### config.mk
export PLATFORM = sky130hd
export DESIGN_NAME = pft_top
export DESIGN_NICKNAME = d
export VERILOG_FILES = /design/src/rtl/pft_pkg.sv /design/src/rtl/pft_tick_gen.sv /design/src/rtl/pft_qual_timer.sv /design/src/rtl/pft_top.sv
export SDC_FILE = /design/constraint.sdc
export NUM_CORES = 1
export LEC_CHECK = 0
export BUFFER_PORTS_ARGS = -buffer_cell sky130_fd_sc_hd__buf_2
export CELL_PAD_IN_SITES_DETAIL_PLACEMENT = 0
export CELL_PAD_IN_SITES_GLOBAL_PLACEMENT = 1
export CORE_UTILIZATION = 25
export DETAILED_ROUTE_END_ITERATION = 12
export PLACE_DENSITY = 0.55
export REMOVE_ABC_BUFFERS = 1
export SLEW_MARGIN = 10
export SYNTH_ARGS = -nofsm -noshare
export SYNTH_HDL_FRONTEND = slang
export SYNTH_SLANG_ARGS = --single-unit
### constraint.sdc
create_clock -name clock -period 18.4 [get_ports clock]
set_clock_uncertainty 0.1 [all_clocks]
set_input_delay 2.76 -clock clock [delete_from_list [all_inputs] [get_ports clock]]
set_output_delay 2.76 -clock clock [all_outputs]
set_load 0.02 [all_outputs]
### src/rtl/pft_pkg.sv
// Constants, tables and carrier types for the protection fault timer bank.
// Assumes a 20 MHz system clock; all timer tables are held in microseconds.
package pft_pkg;
	// Clock and time base
	localparam int CLOCK_PERIOD_NS     = 50;
	localparam int TICK_NS             = 1000;
	localparam int US_TICK_CYCLES      = (TICK_NS + CLOCK_PERIOD_NS - 1) / CLOCK_PERIOD_NS;
	localparam int STEP1_UNIT_NS       = 25;
	localparam int STEP1_MAX_NS        = 25575;
	localparam int STEP1_MAX_CYCLES    = (STEP1_MAX_NS + CLOCK_PERIOD_NS - 1) / CLOCK_PERIOD_NS;
	localparam int GATE_OFF_MAX_NS     = 1000;
	localparam int GATE_OFF_MAX_CYCLES = GATE_OFF_MAX_NS / CLOCK_PERIOD_NS;

	// Timer bank layout
	localparam int NUM_TIMERS = 10;
	localparam int LIM_W      = 27;
	localparam int T_COOL     = 0;
	localparam int T_RETRY_OK = 1;
	localparam int T_IN_UV    = 2;
	localparam int T_OV       = 3;
	localparam int T_FAST_OV  = 4;
	localparam int T_OUT_UV   = 5;
	localparam int T_WDOG     = 6;
	localparam int T_OC_DEG   = 7;
	localparam int T_OC_REG   = 8;
	localparam int T_SC       = 9;
	localparam logic [9:0] GATE_FAULT_MASK = 10'h3fc;

	// Register map
	localparam logic [7:0] ADDR_CFG_A  = 8'h00;
	localparam logic [7:0] ADDR_CFG_B  = 8'h04;
	localparam logic [7:0] ADDR_STATUS = 8'h08;
	localparam logic [7:0] ADDR_INT_ST = 8'h0c;
	localparam logic [7:0] ADDR_INT_MK = 8'h10;
	localparam logic [31:0] CFG_A_RST  = 32'h0000_0000;
	localparam logic [31:0] CFG_B_RST  = 32'h0000_0000;
	localparam logic [11:0] INT_MK_RST = 12'h000;

	// Field positions, CFG_A
	localparam int FLD_COOL      = 0;
	localparam int FLD_RETRY_OK  = 3;
	localparam int FLD_IN_UV     = 6;
	localparam int FLD_OV        = 9;
	localparam int FLD_FAST_OV   = 12;
	localparam int FLD_OUT_UV    = 15;
	localparam int FLD_OC_DEG    = 18;
	localparam int FLD_OC_REG    = 21;
	localparam int FLD_SC        = 24;
	localparam int FLD_RMS       = 27;
	// Field positions, CFG_B
	localparam int FLD_STEP1     = 0;
	localparam int FLD_WDOG      = 10;
	// Status register
	localparam int ST_STEP1_BUSY = 10;
	// Interrupt bits beyond the timer expiries
	localparam int INT_W         = 12;
	localparam int INT_STEP1     = 10;
	localparam int INT_RMS       = 11;

	// RMS window: 16 samples times 8 to the power of the code
	localparam logic [13:0] RMS_BASE  = 14'h0010;
	localparam int          RMS_SHIFT = 3;

	// Duration tables in microseconds
	typedef logic [LIM_W-1:0] pft_lim_type;
	localparam pft_lim_type COOL_US [8] = '{27'd0, 27'd1000000, 27'd2000000, 27'd4000000,
		27'd8000000, 27'd16000000, 27'd32000000, 27'd64000000};
	localparam pft_lim_type RETRY_US [8] = '{27'd0, 27'd500000, 27'd1000000, 27'd2000000,
		27'd3000000, 27'd4000000, 27'd6000000, 27'd8000000};
	localparam pft_lim_type STD_US [8] = '{27'd0, 27'd1000, 27'd5000, 27'd10000,
		27'd50000, 27'd100000, 27'd500000, 27'd1000000};
	localparam pft_lim_type FAST_OV_US [8] = '{27'd0, 27'd10, 27'd20, 27'd50,
		27'd100, 27'd200, 27'd500, 27'd1000};
	localparam pft_lim_type OC_DEG_US [8] = '{27'd0, 27'd500, 27'd1000, 27'd2000,
		27'd4000, 27'd6100, 27'd8000, 27'd10000};
	localparam pft_lim_type SC_US [8] = '{27'd0, 27'd10, 27'd100, 27'd1000,
		27'd10000, 27'd100000, 27'd500000, 27'd1000000};
	localparam pft_lim_type WDOG_US [16] = '{27'd5000, 27'd10000, 27'd20000, 27'd50000,
		27'd100000, 27'd200000, 27'd500000, 27'd1000000, 27'd2000000, 27'd3000000,
		27'd4000000, 27'd5000000, 27'd7500000, 27'd10000000, 27'd12500000, 27'd15000000};

	// Monitored conditions; bit order matches the timer indices
	typedef struct packed {
		logic short_circuit;
		logic oc_soa_reg;
		logic oc_soa_viol;
		logic wdog_run;
		logic out_uv;
		logic fast_ovin;
		logic ov;
		logic in_uv;
		logic retry_ok;
		logic retry_pending;
	} pft_cond_type;
endpackage

### src/rtl/pft_tick_gen.sv
// Microsecond tick generator for the timer bank.
// Assumes a synchronised active-low reset and a shared clock enable.
`timescale 1ns/1ns
`default_nettype none
module pft_tick_gen #(
	parameter int TICK_CYCLES = pft_pkg::US_TICK_CYCLES
) (
	input  wire logic clock,
	input  wire logic rst_n,
	input  wire logic clock_en,
	output var  logic tick
);
	logic [15:0] div_reg;

	always_ff @(posedge clock or negedge rst_n) begin
		if (!rst_n) begin
			div_reg <= 16'h0000;
			tick    <= 1'b0;
		end else if (clock_en) begin
			tick <= (div_reg == 16'(TICK_CYCLES - 1));
			if (div_reg == 16'(TICK_CYCLES - 1))
				div_reg <= 16'h0000;
			else
				div_reg <= div_reg + 16'h0001;
		end
	end
endmodule // pft_tick_gen
`default_nettype wire

### src/rtl/pft_qual_timer.sv
// One qualification timer: counts ticks while its condition holds.
// Assumes the tick is a one-cycle pulse in the same clock domain.
`timescale 1ns/1ns
`default_nettype none
module pft_qual_timer (
	input  wire logic                     clock,
	input  wire logic                     rst_n,
	input  wire logic                     clock_en,
	input  wire logic                     tick,
	input  wire logic                     cond,
	input  wire pft_pkg::pft_lim_type     limit,
	output var  logic                     expired,
	output var  logic                     expire_pulse
);
	pft_pkg::pft_lim_type cnt_reg;
	logic                 done_next;

	// Tick phase is free running, so a wait may be up to one tick short
	assign done_next = cond && (cnt_reg >= limit);

	always_ff @(posedge clock or negedge rst_n) begin
		if (!rst_n)
			cnt_reg <= '0;
		else if (clock_en) begin
			if (!cond)
				cnt_reg <= '0;
			else if (tick && cnt_reg < limit)
				cnt_reg <= cnt_reg + 27'd1;
		end
	end

	always_ff @(posedge clock or negedge rst_n) begin
		if (!rst_n) begin
			expired      <= 1'b0;
			expire_pulse <= 1'b0;
		end else if (clock_en) begin
			expired      <= done_next;
			expire_pulse <= done_next && !expired;
		end
	end
endmodule // pft_qual_timer
`default_nettype wire

### src/rtl/pft_top.sv
// Protection fault timer bank: qualification, deglitch, retry and gate timers.
// Assumes condition inputs are synchronous to clock and a one-cycle register port.
`timescale 1ns/1ns
`default_nettype none
module pft_top #(
	parameter int US_TICK_CYCLES = pft_pkg::US_TICK_CYCLES
) (
	input  wire logic                  clock,
	input  wire logic                  reset_n,
	input  wire logic                  clock_en,
	input  wire logic [7:0]            reg_addr,
	input  wire logic [31:0]           reg_wdata,
	input  wire logic                  reg_wr,
	input  wire logic                  reg_rd,
	output var  logic [31:0]           reg_rdata,
	input  wire pft_pkg::pft_cond_type cond_in,
	input  wire logic                  wdog_kick,
	input  wire logic                  step1_start,
	input  wire logic                  adc_sample,
	output var  logic [9:0]            timer_expired,
	output var  logic [9:0]            timer_expire_pulse,
	output var  logic                  gate_off_req,
	output var  logic                  step1_active,
	output var  logic                  step1_done,
	output var  logic                  rms_window_done,
	output logic                       irq
);
	logic                         rst_meta_reg;
	logic                         rst_n;
	logic                         us_tick;
	logic [31:0]                  cfg_a_reg;
	logic [31:0]                  cfg_b_reg;
	logic [pft_pkg::INT_W-1:0]    int_st_reg;
	logic [pft_pkg::INT_W-1:0]    int_mk_reg;
	logic [pft_pkg::INT_W-1:0]    int_evt;
	logic [9:0]                   cond_vec;
	logic [9:0]                   step1_cnt_reg;
	logic [13:0]                  rms_cnt_reg;
	logic [13:0]                  rms_len;
	logic [2:0]                   cool_sel;
	logic [2:0]                   retry_ok_sel;
	logic [2:0]                   in_uv_sel;
	logic [2:0]                   ov_sel;
	logic [2:0]                   fast_ov_sel;
	logic [2:0]                   out_uv_sel;
	logic [2:0]                   oc_deg_sel;
	logic [2:0]                   oc_reg_sel;
	logic [2:0]                   sc_sel;
	logic [1:0]                   rms_sel;
	logic [9:0]                   step1_units;
	logic [3:0]                   wdog_sel;
	pft_pkg::pft_lim_type         limit [pft_pkg::NUM_TIMERS];

	// 3-bit field extraction, shared by the nine CFG_A timer select fields
	function automatic logic [2:0] field3(input logic [31:0] word, input int pos);
		field3 = word[pos +: 3];
	endfunction

	// First-step length in clocks, rounded up so the step is never short
	function automatic logic [9:0] step1_cycles(input logic [9:0] units);
		logic [15:0] ns;
		ns = 16'(units) * 16'(pft_pkg::STEP1_UNIT_NS);
		step1_cycles = 10'((ns + 16'(pft_pkg::CLOCK_PERIOD_NS - 1)) / 16'(pft_pkg::CLOCK_PERIOD_NS));
	endfunction

	// Reset release through two flops
	always_ff @(posedge clock or negedge reset_n) begin
		if (!reset_n) begin
			rst_meta_reg <= 1'b0;
			rst_n        <= 1'b0;
		end else begin
			rst_meta_reg <= 1'b1;
			rst_n        <= rst_meta_reg;
		end
	end

	assign cool_sel     = field3(cfg_a_reg, pft_pkg::FLD_COOL);
	assign retry_ok_sel = field3(cfg_a_reg, pft_pkg::FLD_RETRY_OK);
	assign in_uv_sel    = field3(cfg_a_reg, pft_pkg::FLD_IN_UV);
	assign ov_sel       = field3(cfg_a_reg, pft_pkg::FLD_OV);
	assign fast_ov_sel  = field3(cfg_a_reg, pft_pkg::FLD_FAST_OV);
	assign out_uv_sel   = field3(cfg_a_reg, pft_pkg::FLD_OUT_UV);
	assign oc_deg_sel   = field3(cfg_a_reg, pft_pkg::FLD_OC_DEG);
	assign oc_reg_sel   = field3(cfg_a_reg, pft_pkg::FLD_OC_REG);
	assign sc_sel       = field3(cfg_a_reg, pft_pkg::FLD_SC);
	assign rms_sel      = cfg_a_reg[pft_pkg::FLD_RMS +: 2];
	assign step1_units  = cfg_b_reg[pft_pkg::FLD_STEP1 +: 10];
	assign wdog_sel     = cfg_b_reg[pft_pkg::FLD_WDOG +: 4];

	// Duration decode per timer
	always_comb begin
		limit[pft_pkg::T_COOL]     = pft_pkg::COOL_US[cool_sel];
		limit[pft_pkg::T_RETRY_OK] = pft_pkg::RETRY_US[retry_ok_sel];
		limit[pft_pkg::T_IN_UV]    = pft_pkg::STD_US[in_uv_sel];
		limit[pft_pkg::T_OV]       = pft_pkg::STD_US[ov_sel];
		limit[pft_pkg::T_FAST_OV]  = pft_pkg::FAST_OV_US[fast_ov_sel];
		limit[pft_pkg::T_OUT_UV]   = pft_pkg::STD_US[out_uv_sel];
		limit[pft_pkg::T_WDOG]     = pft_pkg::WDOG_US[wdog_sel];
		limit[pft_pkg::T_OC_DEG]   = pft_pkg::OC_DEG_US[oc_deg_sel];
		limit[pft_pkg::T_OC_REG]   = pft_pkg::STD_US[oc_reg_sel];
		limit[pft_pkg::T_SC]       = pft_pkg::SC_US[sc_sel];
	end

	// A kick drops the watchdog condition for a cycle, restarting its count
	always_comb begin
		cond_vec = cond_in;
		cond_vec[pft_pkg::T_WDOG] = cond_in.wdog_run && !wdog_kick;
	end

	pft_tick_gen #(
		.TICK_CYCLES (US_TICK_CYCLES)
	) u_tick (
		.clock    (clock),
		.rst_n    (rst_n),
		.clock_en (clock_en),
		.tick     (us_tick)
	);

	for (genvar i = 0; i < pft_pkg::NUM_TIMERS; i++) begin : g_timer
		pft_qual_timer u_timer (
			.clock        (clock),
			.rst_n        (rst_n),
			.clock_en     (clock_en),
			.tick         (us_tick),
			.cond         (cond_vec[i]),
			.limit        (limit[i]),
			.expired      (timer_expired[i]),
			.expire_pulse (timer_expire_pulse[i])
		);
	end

	// Registered so the request is clean; one clock is well inside 1 us
	always_ff @(posedge clock or negedge rst_n) begin
		if (!rst_n)
			gate_off_req <= 1'b0;
		else if (clock_en)
			gate_off_req <= |(timer_expired & pft_pkg::GATE_FAULT_MASK);
	end

	// First step of the two-step gate turn-off
	always_ff @(posedge clock or negedge rst_n) begin
		if (!rst_n) begin
			step1_cnt_reg <= 10'h000;
			step1_active  <= 1'b0;
			step1_done    <= 1'b0;
		end else if (clock_en) begin
			step1_done <= 1'b0;
			if (step1_start && !step1_active) begin
				if (step1_cycles(step1_units) == 10'h000)
					step1_done <= 1'b1;
				else begin
					step1_active  <= 1'b1;
					step1_cnt_reg <= step1_cycles(step1_units) - 10'h001;
				end
			end else if (step1_active) begin
				if (step1_cnt_reg == 10'h000) begin
					step1_active <= 1'b0;
					step1_done   <= 1'b1;
				end else
					step1_cnt_reg <= step1_cnt_reg - 10'h001;
			end
		end
	end

	// RMS integration window counted in converter samples
	assign rms_len = pft_pkg::RMS_BASE << (pft_pkg::RMS_SHIFT * rms_sel);

	always_ff @(posedge clock or negedge rst_n) begin
		if (!rst_n) begin
			rms_cnt_reg     <= 14'h0000;
			rms_window_done <= 1'b0;
		end else if (clock_en) begin
			rms_window_done <= 1'b0;
			if (adc_sample) begin
				if (rms_cnt_reg >= rms_len - 14'h0001) begin
					rms_cnt_reg     <= 14'h0000;
					rms_window_done <= 1'b1;
				end else
					rms_cnt_reg <= rms_cnt_reg + 14'h0001;
			end
		end
	end

	// Configuration registers
	always_ff @(posedge clock or negedge rst_n) begin
		if (!rst_n) begin
			cfg_a_reg <= pft_pkg::CFG_A_RST;
			cfg_b_reg <= pft_pkg::CFG_B_RST;
			int_mk_reg <= pft_pkg::INT_MK_RST;
		end else if (clock_en && reg_wr) begin
			case (reg_addr)
				pft_pkg::ADDR_CFG_A:  cfg_a_reg  <= {3'h0, reg_wdata[28:0]};
				pft_pkg::ADDR_CFG_B:  cfg_b_reg  <= {18'h00000, reg_wdata[13:0]};
				pft_pkg::ADDR_INT_MK: int_mk_reg <= reg_wdata[pft_pkg::INT_W-1:0];
				default: ;
			endcase
		end
	end

	// Sticky events; a new event beats a write-one-to-clear in the same cycle
	assign int_evt = {rms_window_done, step1_done, timer_expire_pulse};

	always_ff @(posedge clock or negedge rst_n) begin
		if (!rst_n)
			int_st_reg <= '0;
		else if (clock_en) begin
			if (reg_wr && reg_addr == pft_pkg::ADDR_INT_ST)
				int_st_reg <= (int_st_reg & ~reg_wdata[pft_pkg::INT_W-1:0]) | int_evt;
			else
				int_st_reg <= int_st_reg | int_evt;
		end
	end

	assign irq = |(int_st_reg & int_mk_reg);

	// Read data stands one cycle after the strobe; unmapped reads give zero
	always_ff @(posedge clock or negedge rst_n) begin
		if (!rst_n)
			reg_rdata <= 32'h0000_0000;
		else if (clock_en) begin
			if (reg_rd) begin
				case (reg_addr)
					pft_pkg::ADDR_CFG_A:  reg_rdata <= cfg_a_reg;
					pft_pkg::ADDR_CFG_B:  reg_rdata <= cfg_b_reg;
					pft_pkg::ADDR_STATUS: reg_rdata <= {21'h000000, step1_active, timer_expired};
					pft_pkg::ADDR_INT_ST: reg_rdata <= {20'h00000, int_st_reg};
					pft_pkg::ADDR_INT_MK: reg_rdata <= {20'h00000, int_mk_reg};
					default:              reg_rdata <= 32'h0000_0000;
				endcase
			end else
				reg_rdata <= 32'h0000_0000;
		end
	end
endmodule // pft_top
`default_nettype wire

Yosys cells after proc, flatten, opt, wreduce, memory -nomap -nowiden
Memory sizes are Yosys's and may differ from the RTL's.
Index checks and enable logic that the tools add are counted.
W data, S select, Z words.
{"block": "op_classes", "bitwise_logic": 15, "shifts": 1, "order_cmp": 31, "n_mul": 2, "muxes": 59, "addsub": 16, "eq_ne": 17, "div": 1, "reduce_logical": 68}
{"op": "$mux W27", "count": 40}
{"op": "$add A27 B1 Y27 const B", "count": 10}
{"op": "$ge A27 B27 Y1", "count": 10}
{"op": "$lt A27 B27 Y1", "count": 10}
{"op": "$pmux W29 S5", "count": 1}
{"op": "$mux W10", "count": 4}
{"op": "$ge A4 B4 Y1 const B", "count": 9}
{"op": "$not A3 Y4", "count": 9}
{"op": "$logic_and A1 B1 Y1", "count": 34}
{"op": "$mux W32", "count": 1}
{"op": "$reduce_and A2 Y1", "count": 15}
{"op": "$and A12 B12 Y12", "count": 2}
{"op": "$or A12 B12 Y12", "count": 2}
{"op": "$logic_not A10 Y1", "count": 2}
{"op": "$sub A10 B1 Y10 const B", "count": 2}
{"op": "$ne A2 B1 Y1 const B", "count": 9}
{"op": "$add A15 B6 Y16 const B", "count": 1}
{"op": "$add A16 B1 Y16 const B", "count": 1}
{"op": "$div A16 B6 Y16 const B", "count": 1}
{"op": "$eq A16 B5 Y1 const B", "count": 1}
{"op": "$eq A8 B4 Y1 const B", "count": 2}
{"op": "$mux W16", "count": 1}
{"op": "$mul A10 B5 Y15 const B", "count": 1}
{"op": "$add A14 B1 Y14 const B", "count": 1}
{"op": "other kinds (19)", "count": 41}
{"block": "word_totals", "output_inout_bits": 57, "romBits": 2376, "memories": 10, "register_bits": 436, "elab_cells": 265}
{"name": "(name not given)", "depth": 16, "width": 27, "read_ports": 1, "rd_ports_with_merged_regs": 0, "write_ports": 0, "line": "pft_top.sv:98", "rtl": "limit[pft_pkg::T_WDOG] = pft_pkg::WDOG_US[wdog_sel];"}
{"name": "(name not given)", "depth": 8, "width": 27, "read_ports": 1, "rd_ports_with_merged_regs": 0, "write_ports": 0, "line": "pft_top.sv:101", "rtl": "limit[pft_pkg::T_SC] = pft_pkg::SC_US[sc_sel];"}
{"name": "(name not given)", "depth": 8, "width": 27, "read_ports": 1, "rd_ports_with_merged_regs": 0, "write_ports": 0, "line": "pft_top.sv:100", "rtl": "limit[pft_pkg::T_OC_REG] = pft_pkg::STD_US[oc_reg_sel];"}
{"name": "(name not given)", "depth": 8, "width": 27, "read_ports": 1, "rd_ports_with_merged_regs": 0, "write_ports": 0, "line": "pft_top.sv:99", "rtl": "limit[pft_pkg::T_OC_DEG] = pft_pkg::OC_DEG_US[oc_deg_sel];"}
{"name": "(name not given)", "depth": 8, "width": 27, "read_ports": 1, "rd_ports_with_merged_regs": 0, "write_ports": 0, "line": "pft_top.sv:97", "rtl": "limit[pft_pkg::T_OUT_UV] = pft_pkg::STD_US[out_uv_sel];"}
{"name": "(name not given)", "depth": 8, "width": 27, "read_ports": 1, "rd_ports_with_merged_regs": 0, "write_ports": 0, "line": "pft_top.sv:96", "rtl": "limit[pft_pkg::T_FAST_OV] = pft_pkg::FAST_OV_US[fast_ov_sel];"}
{"name": "+4 memories"}

Longest topological paths before layout
{"block": "depth", "word_depth": 8, "ltp_mapped": 45, "mapped_depth_nobuf": 41}

Modules after synthesis
Synthesis repeated with hierarchy kept, for this count alone.
{"block": "hier_totals", "hier_cells": 4441, "hier_area_um2": 38061.5}
{"mod": "pft_qual_timer", "seq_area_each_um2": 725.7, "area_each_um2": 2558.7, "n_inst": 10, "cells_each": 302}
{"mod": "pft_top", "seq_area_each_um2": 3153.0, "area_each_um2": 11602.4, "n_inst": 1, "cells_each": 1343}
{"mod": "pft_tick_gen", "seq_area_each_um2": 425.4, "area_each_um2": 872.1, "n_inst": 1, "cells_each": 78}

Worst setup path before layout
Ideal clock, no wire load.
{"block": "synth_timing", "path_kind": "reg2reg", "from": "register cfg_b_reg[2]", "to": "register step1_cnt_reg[8]", "arrival_time_ps": 9281, "path_buffers": 0, "stages_incl_launch_ff": 41, "period_less_slack_ps": 9513, "path_slack_ps": 8887, "setup_ps": 132, "required_time_ps": 18168, "path_cell_list": "dfrtp_1 ha_1 inv_1 fa_1 inv_1 ha_1 ha_1 a21oi_2 o221ai_4 o221a_2 or4_4 a21oi_2 nor4b_2 o21bai_1 or3_4 a21oi_4 o21ai_4 o2111a_1 [5 not listed] a21oi_4 a211oi_1 a211oi_2 o21ai_4 a31oi_1 o21a_1 o311a_1 a2111oi_4 o22ai_2 o2111ai_1 a2111oi_0 a211oi_1 ha_1 nand4_1 a21oi_1 a21oi_1 o21ai_0 o21ai_1"}
{"block": "synth_between", "elab_chain_cells": 6, "word_cells_on_any_way": 9}
{"element": "from (decl)", "line": "pft_top.sv:32", "rtl": "logic [31:0] cfg_b_reg;"}
{"element": "from (signal assigned)", "line": "pft_top.sv:188", "rtl": "cfg_b_reg <= pft_pkg::CFG_B_RST;"}
{"element": "from (signal assigned)", "line": "pft_top.sv:193", "rtl": "pft_pkg::ADDR_CFG_B: cfg_b_reg <= {18'h00000, reg_wdata[13:0]};"}
{"element": "$mul A10 B5 Y15 *", "line": "pft_top.sv:62", "rtl": "ns = 16'(units) * 16'(pft_pkg::STEP1_UNIT_NS);"}
{"element": "$add A15 B6 Y16 *", "line": "pft_top.sv:63", "rtl": "step1_cycles = 10'((ns + 16'(pft_pkg::CLOCK_PERIOD_NS - 1)) / 16'(pft_pkg::CLOCK_PERIOD_NS));"}
{"element": "$div A16 B6 Y16 *", "line": "pft_top.sv:63"}
{"element": "$sub A10 B1 Y10 or $logic_not A10 Y1 (tied branches)", "line": "pft_top.sv:153, pft_top.sv:149"}
{"element": "$mux W10 or $ne A2 B2 Y1 (tied branches)"}
{"element": "$mux W10 or $reduce_and A4 Y1 (tied branches)"}
{"element": "to (signal assigned)", "line": "pft_top.sv:153", "rtl": "step1_cnt_reg <= step1_cycles(step1_units) - 10'h001;"}
{"element": "to (signal assigned)", "line": "pft_top.sv:160", "rtl": "step1_cnt_reg <= step1_cnt_reg - 10'h001;"}
{"element": "to (decl)", "line": "pft_top.sv:37", "rtl": "logic [9:0] step1_cnt_reg;"}
Every way passes the cells marked *; elsewhere a longest branch is shown, timed or not. The select of a mux whose other input is x is not followed.
A chain may end at the register's enable or synchronous reset.

Worst setup path after layout
{"block": "layout_timing", "from": "register cfg_b_reg[8]", "to": "register step1_cnt_reg[8]"}
Same word-level chain as after synthesis.

==> impl_metrics.toml <==
[status]
run_status = "completed"

[die]
core_sq_um = 113100
dieArea_sq_um = 116100
dieWidth_microns = 340.8
initial_utilization = 0.2536
rows = 123
ios = 115
fp.dieH_microns = 340.8

[logic_synthesis]
ys_warn_count = 0
synth_cell_types = 110
syn-cell-area_sq_um = 28690
synth_seq_cells = 433
yosysTopAreaCell = "dfrtp_1"
synth_edf_count = 0
ys_async_sr_fraction = 1.000
syn_area_per_cell_sq_um = 9.132
syn-instance-count = 3142
synth_top_area_frac = 0.3777
synth-seq-area-share = 0.3777
synth_area_leaders = "dfrtp_1, ha_1, nor2_1, nand2_1, xor2_1"
synth-main-ff-cell = "dfrtp_1"

[setup_path]
critPathMaxStageDelay_ns = 0.63
path_class = "reg2reg"
endpoint_kind = "flop"
start_kind = "flop"
crit_top_cell = "ha_1"
cp_top_family = "compound AO/OA/AOI/OAI gates"
rr_worst_depth = 40
r2r_end = "step1_cnt_reg[8]"
cpMaxStageDelayCell = "a211oi_2"
r2r-start = "cfg_b_reg[8]"
required_ns = 18.85
ff2ff_setup_slack_ns = 6.91
path_max_fanout = 14
critical_path_arrival_ns = 11.93
cp_num_buf_inv = 2

[cells_and_area]
largest_reg_flops = 270
final_common_cell = "dfrtp_1"
num-nets-final = 3546
area_growth_pct = 13.70
n_fill_cell = 12020
multiInputGateArea_sq_um = 16860
postLayoutCellArea_sq_um = 32620
drive_gt1_frac = 0.1085
final_cell_mix = "dfrtp_1, nor2_1, nand2_1, ha_1, a21oi_1"
seqCellArea_sq_um = 10840
num_antenna_cells = 0

[clock_network]
cts_setup_buffers = 0
worstSkewPairLatency_ns = 0.66
cts_resized = 0
cts_buffers = 55
cts_buffer_depth = 3
cts.sink_count = 433
htree_levels = 2
tritoncts = "built"
cts.hold.buffers_added = 0
clkTransAtPathRegs_ns = 0.07
root_buffer = "clkbuf_16"

[global_routing]
grt_start_max_net_pins = 74
grt_usage = 0.1357
antenna_found_initial = 9
grt.overflow.total = 0
grt_pass1_wl_microns = 127900
first_global_vias = 22390

[timing]
period_needed_ns = 11.49
setup_violations = 0
worstMarginPinSlew_ns = 1.167
fin_crit_sh = 0.6242
slew_viol_final = 0
rsz0062_at_grt = "no"
max_slew_margin = 0.2175
clock.fmax_mhz = 87.06
setup_tns_ns = 0
finalHoldViolCount = 0

[job]
cap_violations = 0

[routing]
vias_per_cell = 4.778
via_count = 22760
routedWlPerCell_microns = 16.51
dr.pass1.iters = 7
drt-initial-drc-count = 1232
drt-total-wl_microns = 78650
drc = 0
drtAntennaViolNets = 0

[min_path]
hold_end = "rst_n"
hold_class = "reg2reg"
hold_depth = 0
min_from = "rst_meta_reg"

[placed_design]
dp_hpwl_microns = 57120
gp_congestion = 0.7979
portBuffers = 108
placed_area_sq_um = 30780

[power]
pwr_density_cell_nw_per_um2 = 77.91
p_leak_uw = 0.01485
ir_drop_mv = 0.07050
==> kinds of logic (layout without fill, tap and decap cells) <==
group | Yosys count | in the layout | synth area share
compound gates | 678 | 678 | 0.1616
flops | 433 | 433 | 0.3777
buf+inv | 240 | 359 | 0.03528
mux | 86 | 86 | 0.03258
other cells | 2 | 4 | 0.0002618
simple gates | 1225 | 1225 | 0.2092
xor+xnor | 205 | 205 | 0.06310
fa+ha+maj | 273 | 273 | 0.1203
==> final cells by class <==
type,instances,share of cell area
multi-input combinational,2471,0.5169
sequential,433,0.3323
tap,1500,0.05753
clock buffer,74,0.04779
timing repair buffer,135,0.02286
inverter,120,0.01385
clock inverter,30,0.008783
==> synth_stat cells (all sizes together) (12+ instances only) <==
cell       n
nor4      24
and4      26
nor2b     56
nand3    113
inv      118
xnor2     86
a21o      38
dfrtp    433
buf       46
nor3      48
xor2     119
a22o      33
clkbuf    74
and2      15
and3      70
a21oi    171
o22ai     12
nor2     371
or2       15
o31ai     15
a31oi     47
nand4     89
nand2    284
ha       267
mux2i     27
mux2      59
o2bb2ai   25
o21a      34
o21ai    170
nand2b    57
a211oi    20
or3       34
==> per-layer routing <==
| layer | track usage | part of all wire |
|---|---|---|
| met1 | 0.1981 | 0.51 |
| met2 | 0.2062 | 0.43 |
| met3 | 0.02574 | 0.042 |
| met4 | 0.02831 | 0.017 |
| met5 | 0 | 0.00058 |
==> power breakdown <==
group          internal [uW]  leakage [uW]  total, uW  switching (uW)
Combinational            146       0.00803        390             243
Clock                    631      0.000896       1110             480
Sequential               987       0.00592       1040            54.0
Total                   1760        0.0149       2540             777
==> stage by stage <==
step           setup WS [ns]    util  hold slack [ns]  instances  total power (uW)
6_report               6.914  0.2884           0.2504       4763              2542
5_1_grt                5.805  0.2884           0.2554       4763              2680
3_5_place_dp           7.070  0.2721           0.2397       4659              1453
3_3_place_gp           7.041  0.2721           0.2358       4659              1456
2_1_floorplan          5.338       -           0.2312       3024              1313
4_1_cts                7.018  0.2884           0.2536       4763              2594
==> how the worst max path moves through the flow <==
stage | endpoint | depth (start not counted) | start
final | step1_cnt_reg[8] | 40 | cfg_b_reg[8]
after detailed placement | step1_cnt_reg[8] | 40 | cfg_b_reg[3]
after global routing | step1_cnt_reg[8] | 40 | cfg_b_reg[8]
after CTS | step1_cnt_reg[8] | 40 | cfg_b_reg[8]
after global placement | step1_cnt_reg[8] | 40 | cfg_b_reg[8]
after floorplan | cfg_a_reg[0] | 0 | rst_n
(Power assumes the default switching activity.)
